--- config.mk ---
export PLATFORM = sky130hd
export DESIGN_NAME = retimer_output_mux_override
export DESIGN_NICKNAME = d
export VERILOG_FILES = /design/src/rtl/retimer_output_mux_override.v /design/src/rtl/output_source_mux.v
export VERILOG_INCLUDE_DIRS = /design/src /design/src/rtl
export SDC_FILE = /design/constraint.sdc
export NUM_CORES = 1
export LEC_CHECK = 0
export ABC_CLOCK_PERIOD_IN_PS = 3300
export BUFFER_PORTS_ARGS = -buffer_cell sky130_fd_sc_hd__buf_2
export CAP_MARGIN = 10
export CELL_PAD_IN_SITES_DETAIL_PLACEMENT = 1
export CELL_PAD_IN_SITES_GLOBAL_PLACEMENT = 1
export CORE_ASPECT_RATIO = 1.2
export CORE_MARGIN = 2
export CORE_UTILIZATION = 45
export CTS_CLUSTER_SIZE = 16
export DETAILED_ROUTE_END_ITERATION = 8
export GPL_TIMING_DRIVEN = 0
export PLACE_DENSITY = 0.88
export SETUP_SLACK_MARGIN = 0.4
export SYNTH_ARGS = -nofsm -noshare
export SYNTH_HDL_FRONTEND = slang
export SYNTH_SLANG_ARGS = --single-unit
--- constraint.sdc ---
create_clock -name clk -period 3.3 [get_ports clk]
set_input_delay 0.33 -clock clk [delete_from_list [all_inputs] [get_ports clk]]
set_output_delay 0.33 -clock clk [all_outputs]
set_load 0.01 [all_outputs]
--- src/rtl/retimer_mux_defs.vh ---
// Constants for the retimer channel output source and divider override block.
// Assumes inclusion by bare name from the design files under rtl/.
`ifndef RETIMER_MUX_DEFS_VH
`define RETIMER_MUX_DEFS_VH

// ****************************************
// Register addresses
// ****************************************
`define ADDR_OVERRIDE_CONTROL   8'h09
`define ADDR_SIGNAL_DETECT_FORCE 8'h14
`define ADDR_VCO_DIVIDER_SELECT 8'h18
`define ADDR_OUTPUT_SOURCE_SEL  8'h1E
`define ADDR_RAW_MODE_CONTROL   8'h3F
`define ADDR_CHANNEL_STATUS     8'h7E

// ****************************************
// Reset values
// ****************************************
`define RST_OVERRIDE_CONTROL    8'h00
`define RST_SIGNAL_DETECT_FORCE 8'h00
`define RST_VCO_DIVIDER_SELECT  8'h00
`define RST_OUTPUT_SOURCE_SEL   8'hE0
`define RST_RAW_MODE_CONTROL    8'h00
`define RST_CHANNEL_ENABLE      1'b0
`define RST_VCO_FREE_RUN        1'b1
`define RST_RESEARCH_EN         1'b1
`define RST_DIVIDER_CODE        3'h0
`define RST_READ_DATA           8'h00
`define RST_READ_VALID          1'b0
`define READ_UNMAPPED           8'h00

// ****************************************
// Field positions
// ****************************************
`define OVR_CAPDAC_BIT          7
`define OVR_LPFDAC_BIT          6
`define OVR_OUTMUX_BIT          5
`define OVR_QCLK_EN_BIT         4
`define OVR_PUMP_OFF_BIT        3
`define OVR_DIVIDER_BIT         2
`define SDF_FORCE_ON_BIT        7
`define SDF_FORCE_OFF_BIT       6
`define DIV_FIELD_HI            6
`define DIV_FIELD_LO            4
`define DIV_FIELD_MASK          8'h70
`define SRC_FIELD_HI            7
`define SRC_FIELD_LO            5
`define SRC_PRBS_EN_BIT         4
`define SRC_QCLK_EN_BIT         0
`define RAW_MODE_BIT            7

// ****************************************
// Output source codes
// ****************************************
`define SRC_MUTE                3'h7
`define SRC_INVALID             3'h6
`define SRC_OSC_10MHZ           3'h5
`define SRC_PRBS                3'h4
`define SRC_VCO_QUAD            3'h3
`define SRC_VCO_INPHASE         3'h2
`define SRC_RETIMED             3'h1
`define SRC_RAW                 3'h0

// ****************************************
// Divider codes
// ****************************************
`define DIV_CODE_MAX            3'h4
`define DIV_CODE_BY1            3'h0
`define DIV_CODE_BY2            3'h1
`define DIV_CODE_BY4            3'h2
`define DIV_CODE_BY8            3'h3
`define DIV_CODE_BY16           3'h4
`define DIV_RATIO_1             5'h01
`define DIV_RATIO_2             5'h02
`define DIV_RATIO_4             5'h04
`define DIV_RATIO_8             5'h08
`define DIV_RATIO_16            5'h10

`endif

--- src/rtl/retimer_output_mux_override.v ---
// Output source selection and VCO divider override for one retimer channel.
// Assumes register accesses arrive already decoded from the serial
// management interface as address, data and one-cycle strobes on clk.
// One channel only: channel selection lives in the management logic.
// Reads and writes may come back to back; a same-cycle read sees the old value.
`timescale 1ns/1ps
`include "retimer_mux_defs.vh"

module retimer_output_mux_override
(
	// Clock and reset
	input  wire       clk,
	input  wire       rst,
	// Register access from the management interface
	input  wire [7:0] reg_addr,
	input  wire [7:0] reg_wdata,
	input  wire       reg_write,
	input  wire       reg_read,
	output reg  [7:0] reg_rdata_ff,
	output reg        reg_rvalid_ff,
	// Channel status from the analog front end
	input  wire       signal_present,
	input  wire       cdr_locked,
	input  wire [2:0] auto_divider_code,
	// Output sources
	input  wire       retimed_bit,
	input  wire       raw_bit,
	input  wire       prbs_bit,
	input  wire       vco_inphase_clock,
	input  wire       vco_quadrature_clock,
	input  wire       osc_10mhz,
	// Channel output
	output wire       channel_out_ff,
	output wire       channel_muted_ff,
	// Analog controls
	output reg        channel_enable_ff,
	output reg        vco_free_run_ff,
	output reg        coarse_research_en_ff,
	output reg  [2:0] active_source_ff,
	output reg  [2:0] divider_code_ff,
	output reg  [4:0] divide_ratio_ff
);

	// ****************************************
	// Helpers
	// ****************************************
	// One-hot ratio from the code; unused codes fall back to divide by one
	function [4:0] code_to_ratio;
		input [2:0] code;
		begin
			case (code)
				`DIV_CODE_BY1:  code_to_ratio = `DIV_RATIO_1;
				`DIV_CODE_BY2:  code_to_ratio = `DIV_RATIO_2;
				`DIV_CODE_BY4:  code_to_ratio = `DIV_RATIO_4;
				`DIV_CODE_BY8:  code_to_ratio = `DIV_RATIO_8;
				`DIV_CODE_BY16: code_to_ratio = `DIV_RATIO_16;
				default: code_to_ratio = `DIV_RATIO_1;
			endcase
		end
	endfunction

	// Saturate rather than wrap, so a bad front end code never picks divide by one
	function [2:0] clamp_code;
		input [2:0] code;
		begin
			if (code > `DIV_CODE_MAX)
				clamp_code = `DIV_CODE_MAX;
			else
				clamp_code = code;
		end
	endfunction

	// ****************************************
	// Register file
	// ****************************************
	reg [7:0] override_control_ff;
	reg [7:0] signal_detect_force_ff;
	reg [7:0] vco_divider_select_ff;
	reg [7:0] output_source_select_ff;
	reg [7:0] raw_mode_control_ff;

	wire [2:0] wr_div_field;
	assign wr_div_field = reg_wdata[`DIV_FIELD_HI:`DIV_FIELD_LO];

	always @(posedge clk)
	begin
		if (rst)
		begin
			override_control_ff     <= `RST_OVERRIDE_CONTROL;
			signal_detect_force_ff  <= `RST_SIGNAL_DETECT_FORCE;
			vco_divider_select_ff   <= `RST_VCO_DIVIDER_SELECT;
			output_source_select_ff <= `RST_OUTPUT_SOURCE_SEL;
			raw_mode_control_ff     <= `RST_RAW_MODE_CONTROL;
		end
		else if (reg_write)
		begin
			case (reg_addr)
				`ADDR_OVERRIDE_CONTROL:    override_control_ff     <= reg_wdata;
				`ADDR_SIGNAL_DETECT_FORCE: signal_detect_force_ff  <= reg_wdata;
				`ADDR_VCO_DIVIDER_SELECT:
				begin
					// Out-of-range divider codes keep the previous field
					if (wr_div_field <= `DIV_CODE_MAX)
						vco_divider_select_ff <= reg_wdata;
					else
						vco_divider_select_ff <= (reg_wdata & ~`DIV_FIELD_MASK) |
							(vco_divider_select_ff & `DIV_FIELD_MASK);
				end
				`ADDR_OUTPUT_SOURCE_SEL:   output_source_select_ff <= reg_wdata;
				`ADDR_RAW_MODE_CONTROL:    raw_mode_control_ff     <= reg_wdata;
				// Unmapped and read-only addresses store nothing
				default:                   override_control_ff     <= override_control_ff;
			endcase
		end
	end

	// ****************************************
	// Signal detect and source resolution
	// ****************************************
	wire force_on;
	wire force_off;
	wire detect_effective;
	wire outmux_override;
	wire [2:0] source_field;
	wire prbs_enabled;
	wire quad_enabled;
	reg  [2:0] nxt_active_source;

	assign force_on  = signal_detect_force_ff[`SDF_FORCE_ON_BIT] &
		~signal_detect_force_ff[`SDF_FORCE_OFF_BIT];
	// Both force bits set counts as automatic, the same as both clear
	assign force_off = signal_detect_force_ff[`SDF_FORCE_OFF_BIT] &
		~signal_detect_force_ff[`SDF_FORCE_ON_BIT];
	// Both bits clear hands detection back to the front end
	assign detect_effective = force_on | (~force_off & signal_present);

	assign outmux_override = override_control_ff[`OVR_OUTMUX_BIT];
	assign source_field    = output_source_select_ff[`SRC_FIELD_HI:`SRC_FIELD_LO];
	assign prbs_enabled    = output_source_select_ff[`SRC_PRBS_EN_BIT];
	assign quad_enabled    = output_source_select_ff[`SRC_QCLK_EN_BIT] &
		override_control_ff[`OVR_QCLK_EN_BIT];

	always @*
	begin
		// Detection outranks every override: a powered-down channel has no driver
		if (!detect_effective)
			nxt_active_source = `SRC_MUTE;
		else if (outmux_override)
			nxt_active_source = source_field;
		else if (cdr_locked)
			nxt_active_source = `SRC_RETIMED;
		else
			nxt_active_source = source_field;
	end

	// ****************************************
	// Channel controls
	// ****************************************
	wire       divider_override;
	wire [2:0] nxt_divider_code;
	wire       nxt_free_run;
	wire       nxt_research_en;

	assign divider_override = override_control_ff[`OVR_DIVIDER_BIT];
	// The override path needs no clamp: out-of-range writes never reach the field
	assign nxt_divider_code = divider_override ?
		vco_divider_select_ff[`DIV_FIELD_HI:`DIV_FIELD_LO] :
		clamp_code(auto_divider_code);
	// Without a real input the loop has nothing to track and the VCO runs open
	assign nxt_free_run = ~signal_present | override_control_ff[`OVR_PUMP_OFF_BIT];
	// Raw mode suppresses the coarse re-search that would mute the driver
	assign nxt_research_en = ~raw_mode_control_ff[`RAW_MODE_BIT];

	// Power and loop controls follow detection and raw mode with one register stage
	// Free-run tracks the raw detect: a forced channel still has no input to follow
	always @(posedge clk)
	begin
		if (rst)
		begin
			channel_enable_ff     <= `RST_CHANNEL_ENABLE;
			vco_free_run_ff       <= `RST_VCO_FREE_RUN;
			coarse_research_en_ff <= `RST_RESEARCH_EN;
		end
		else
		begin
			channel_enable_ff     <= detect_effective;
			vco_free_run_ff       <= nxt_free_run;
			coarse_research_en_ff <= nxt_research_en;
		end
	end

	// ****************************************
	// Resolved source
	// ****************************************
	// Registered in step with the mux so status and pin never disagree
	always @(posedge clk)
	begin
		if (rst)
			active_source_ff <= `SRC_MUTE;
		else
			active_source_ff <= nxt_active_source;
	end

	// ****************************************
	// Divider
	// ****************************************
	// Code and ratio update together, so the ratio never lags its code
	always @(posedge clk)
	begin
		if (rst)
		begin
			divider_code_ff <= `RST_DIVIDER_CODE;
			divide_ratio_ff <= `DIV_RATIO_1;
		end
		else
		begin
			divider_code_ff <= nxt_divider_code;
			divide_ratio_ff <= code_to_ratio(nxt_divider_code);
		end
	end

	// ****************************************
	// Output multiplexer
	// ****************************************
	// The mux takes the unregistered code so pin and status move on the same edge
	output_source_mux u_mux
	(
		.clk                  (clk),
		.rst                  (rst),
		.source_code          (nxt_active_source),
		.prbs_enabled         (prbs_enabled),
		.quad_enabled         (quad_enabled),
		.retimed_bit          (retimed_bit),
		.raw_bit              (raw_bit),
		.prbs_bit             (prbs_bit),
		.vco_inphase_clock    (vco_inphase_clock),
		.vco_quadrature_clock (vco_quadrature_clock),
		.osc_10mhz            (osc_10mhz),
		.channel_out_ff       (channel_out_ff),
		.channel_muted_ff     (channel_muted_ff)
	);

	// ****************************************
	// Register read-back
	// ****************************************
	// Status snapshot is read-only and shows the registered controls
	wire [7:0] status_word;
	reg  [7:0] nxt_rdata;

	assign status_word = {channel_enable_ff, vco_free_run_ff, active_source_ff, divider_code_ff};

	always @*
	begin
		case (reg_addr)
			`ADDR_OVERRIDE_CONTROL:    nxt_rdata = override_control_ff;
			`ADDR_SIGNAL_DETECT_FORCE: nxt_rdata = signal_detect_force_ff;
			`ADDR_VCO_DIVIDER_SELECT:  nxt_rdata = vco_divider_select_ff;
			`ADDR_OUTPUT_SOURCE_SEL:   nxt_rdata = output_source_select_ff;
			`ADDR_RAW_MODE_CONTROL:    nxt_rdata = raw_mode_control_ff;
			`ADDR_CHANNEL_STATUS:      nxt_rdata = status_word;
			default:                   nxt_rdata = `READ_UNMAPPED;
		endcase
	end

	// Valid is a one-cycle pulse, exactly one clock after the strobe
	always @(posedge clk)
	begin
		if (rst)
			reg_rvalid_ff <= `RST_READ_VALID;
		else
			reg_rvalid_ff <= reg_read;
	end

	// Read data holds between reads so a slow host may pick it up late
	always @(posedge clk)
	begin
		if (rst)
			reg_rdata_ff <= `RST_READ_DATA;
		else if (reg_read)
			reg_rdata_ff <= nxt_rdata;
	end

endmodule // retimer_output_mux_override

--- src/rtl/output_source_mux.v ---
// Registered output multiplexer for one retimer channel.
// Assumes the source code is already resolved; all inputs share clk.
`timescale 1ns/1ps
`include "retimer_mux_defs.vh"

module output_source_mux
(
	// Clock and reset
	input  wire       clk,
	input  wire       rst,
	// Selection
	input  wire [2:0] source_code,
	input  wire       prbs_enabled,
	input  wire       quad_enabled,
	// Sources
	input  wire       retimed_bit,
	input  wire       raw_bit,
	input  wire       prbs_bit,
	input  wire       vco_inphase_clock,
	input  wire       vco_quadrature_clock,
	input  wire       osc_10mhz,
	// Result
	output reg        channel_out_ff,
	output reg        channel_muted_ff
);

	reg nxt_channel_out;
	reg nxt_channel_muted;

	always @*
	begin
		nxt_channel_out   = 1'b0;
		nxt_channel_muted = 1'b0;
		case (source_code)
			`SRC_RAW:         nxt_channel_out = raw_bit;
			`SRC_RETIMED:     nxt_channel_out = retimed_bit;
			`SRC_VCO_INPHASE: nxt_channel_out = vco_inphase_clock;
			// Quadrature path stays quiet until both enables are set
			`SRC_VCO_QUAD:
			begin
				nxt_channel_out   = vco_quadrature_clock & quad_enabled;
				nxt_channel_muted = ~quad_enabled;
			end
			`SRC_PRBS:
			begin
				nxt_channel_out   = prbs_bit & prbs_enabled;
				nxt_channel_muted = ~prbs_enabled;
			end
			`SRC_OSC_10MHZ:   nxt_channel_out = osc_10mhz;
			// Invalid code behaves as mute so the pin never floats to garbage
			`SRC_INVALID:     nxt_channel_muted = 1'b1;
			default:          nxt_channel_muted = 1'b1;
		endcase
	end

	always @(posedge clk)
	begin
		if (rst)
		begin
			channel_out_ff   <= 1'b0;
			channel_muted_ff <= 1'b1;
		end
		else
		begin
			channel_out_ff   <= nxt_channel_out;
			channel_muted_ff <= nxt_channel_muted;
		end
	end

endmodule // output_source_mux

==> impl_metrics.json <==
{
  "status": "completed",
  "cp.required_ps": 3540,
  "grt.overflow.total": 0,
  "wl_met2_mm": 4.53,
  "rows": 32,
  "gp_congestion": 0.876,
  "drv_cap": 0,
  "fin_util_pct": 54.6,
  "finalWirelength_mm": 9.20,
  "min_period_over_period_pct": 49.4,
  "p_leak_nw": 1.55,
  "layout-drive-gt1-share_pct": 23.2,
  "final_common_cell": "dfxtp_1",
  "synth_area_leader_cell": "dfxtp_1",
  "start_util_pct": 46.4,
  "register_area_sq_um": 1300,
  "rsz0062_at_grt": "false",
  "ys_seq_area_share_pct": 43.5,
  "setup_viol": 0,
  "drt_iter0_drc": 159,
  "post_cts_buffers": 0,
  "p_per_area_nw_per_um2": 454,
  "antenna_found_initial": 0,
  "netlist.area_leader.share_pct": 43.5,
  "crit_fanout": 5,
  "final.min_clock_period_ps": 1630,
  "synth_edf_count": 0,
  "dieArea_sq_um": 7310,
  "tightest_slew_ps": 635,
  "ff2ff_path_depth": 4,
  "yosysWarnings": 0,
  "syn-num-nets": 363,
  "wl_met3_microns": 463,
  "max_slew_margin_pct": 57.7,
  "numCtsBuffers": 9,
  "cts_max_level": 3,
  "cts.path.max_buffers": 2,
  "synthFlopType": "dfxtp_1",
  "dieHeight_microns": 93.3,
  "syn2layout_area_growth_pct": 17.7,
  "die_w_microns": 78.4,
  "ant_nets": 0,
  "post-dp-hpwl_mm": 6.68,
  "core_sq_um": 6450,
  "r2r_setup_slack_ps": 1670,
  "grt_pass1_vias": 2910,
  "final.setup.tns_ps": 0,
  "rr_endpoint": "u_mux.channel_muted_ff",
  "met1_length_mm": 3.93,
  "max_freq_mhz": 613,
  "hold_viol": 0,
  "first_pass_iters": 5,
  "critical_path.startpoint_type": "register",
  "grt_first_pass_wirelength_mm": 15.0,
  "clkLatencyLatePin_ps": 350,
  "grt_use_total_pct": 27.0,
  "wl_per_cell_microns": 19.1,
  "cts-root-buf": "clkbuf_8",
  "ir_worst_vdd_mv": 0.288,
  "synth.area.top_cells": "dfxtp_1 44%, mux2i_1 7.4%, nand2_1 5.3%",
  "post_drt_via_cell_ratio": 5.97,
  "worst_hold_path_type": "in2reg",
  "io_pins": 56,
  "power_mw": 1.60,
  "min_to": "vco_free_run_ff",
  "slew_violations": 0,
  "hold_buffers": 0,
  "cts_tree": "built",
  "route.detailed.drc": 0,
  "ctsResizeCount": 0,
  "synthCells": 332,
  "min_path_cells": 2,
  "routed.top_layer": "met4",
  "timing.hold.ws_ps": 176,
  "grt_start_max_net_pins": 11,
  "netlist_area_sq_um": 2990,
  "cts_sinks": 65,
  "io_buffers": 49,
  "diodes": 0,
  "r2r_start": "signal_detect_force_ff[7]",
  "synth.distinct_cells": 53,
  "final_cell_mix": "65 x dfxtp_1, 54 x buf_2, 42 x nand2_1",
  "avgSynthCellArea_sq_um": 9.00,
  "skew_ps": 9.05,
  "async_reset_ff_share_pct": 0,
  "cp-end-kind": "register",
  "critical_path_class": "reg2reg",
  "fillCellCount": 798,
  "vias": 2870,
  "critical_path_arrival_ps": 1870,
  "synth-seq-cells": 65,
  "cts.clk_slew.worst_paths_ps": 70,
  "final_nets": 423,
  "min_from": "signal_present",
  "multiInputGateArea_sq_um": 1570
}
synthesized netlist by cell type, types with 4 or more instances:
cell type   n
a21oi_1    17
a22o_1      8
a22oi_1     9
a311oi_1    4
a41oi_1     4
and2_1      7
and3_2      7
and4_1      4
buf_2       5
clkbuf_1   11
dfxtp_1    65
mux2i_1    22
nand2_1    42
nand3_1    17
nor2_1     34
nor2b_1     5
nor3_1      5
nor3b_1     4
o21ai_0    11
final cells by class:
type	count	share of cell area, %
Tap cell	85	3.02
Multi-Input combinational cell	244	44.6
Clock inverter	4	1.28
Inverter	2	0.213
Clock buffer	11	3.74
Buffer	21	3.17
Sequential cell	65	37.0
Timing Repair Buffer	49	6.97
metal layers:
| layer | up-vias | GRT usage, % |
|---|---|---|
| met5 | - | 0 |
| met4 | 0 | 13.7 |
| met3 | 27 | 4.44 |
| met2 | 91 | 45.5 |
| met1 | 1410 | 33.1 |
| li1 | 1342 | - |
per-stage QoR:
stage	cells	cell area, sq um	setup slack, ps
after floorplan	332	2990	1720
after global routing	481	3520	1540
final	481	3520	1670
after detailed placement	466	3340	1380
after global placement	466	3340	1410
after CTS	481	3520	1660
flip-flops by register name, summed over array words and instances (netlist names), 3 cells and up:
| register | flops |
|---|---|
| override_control_ff | 8 |
| divider_code_ff | 3 |
| vco_divider_select_ff | 8 |
| reg_rdata_ff | 8 |
| signal_detect_force_ff | 8 |
| divide_ratio_ff | 5 |
| active_source_ff | 3 |
| raw_mode_control_ff | 8 |
| output_source_select_ff | 8 |
cells by family after synthesis:
logic type	share of synthesized area, %
AO/OA/AOI/OAI	17.8
XOR/XNOR	0.293
buffers and inverters	3.98
flip-flops	43.5
multiplexers	7.37
AND/OR/NAND/NOR	27.0
worst max path at each step:
stage                              start                    endpoint  slack, ps  cells after the start
6_report       signal_detect_force_ff[7]      u_mux.channel_muted_ff       1670                      4
3_3_place_gp                   reg_write  output_source_select_ff[6]       1410                      5
5_1_grt        signal_detect_force_ff[7]      u_mux.channel_muted_ff       1540                      4
4_1_cts        signal_detect_force_ff[7]      u_mux.channel_muted_ff       1660                      4
3_5_place_dp                   reg_write  output_source_select_ff[6]       1380                      5
2_1_floorplan                reg_addr[1]    vco_divider_select_ff[5]       1720                      5
critical path, stage by stage, from the launching register on:
cell and delay, ps:
dfxtp_1 390, o21bai_1 190, a211oi_1 470, o21ai_0 160, a221o_1 310
report_power, final:
group / switching (mW) / internal [mW] / total (mW) / leakage (nW)
Clock: 0.307 / 0.341 / 0.648 / 0.0929
Sequential: 0.00623 / 0.798 / 0.804 / 0.528
Combinational: 0.0949 / 0.0502 / 0.145 / 0.929
Total: 0.408 / 1.19 / 1.60 / 1.55
(Power assumes the default switching activity.)
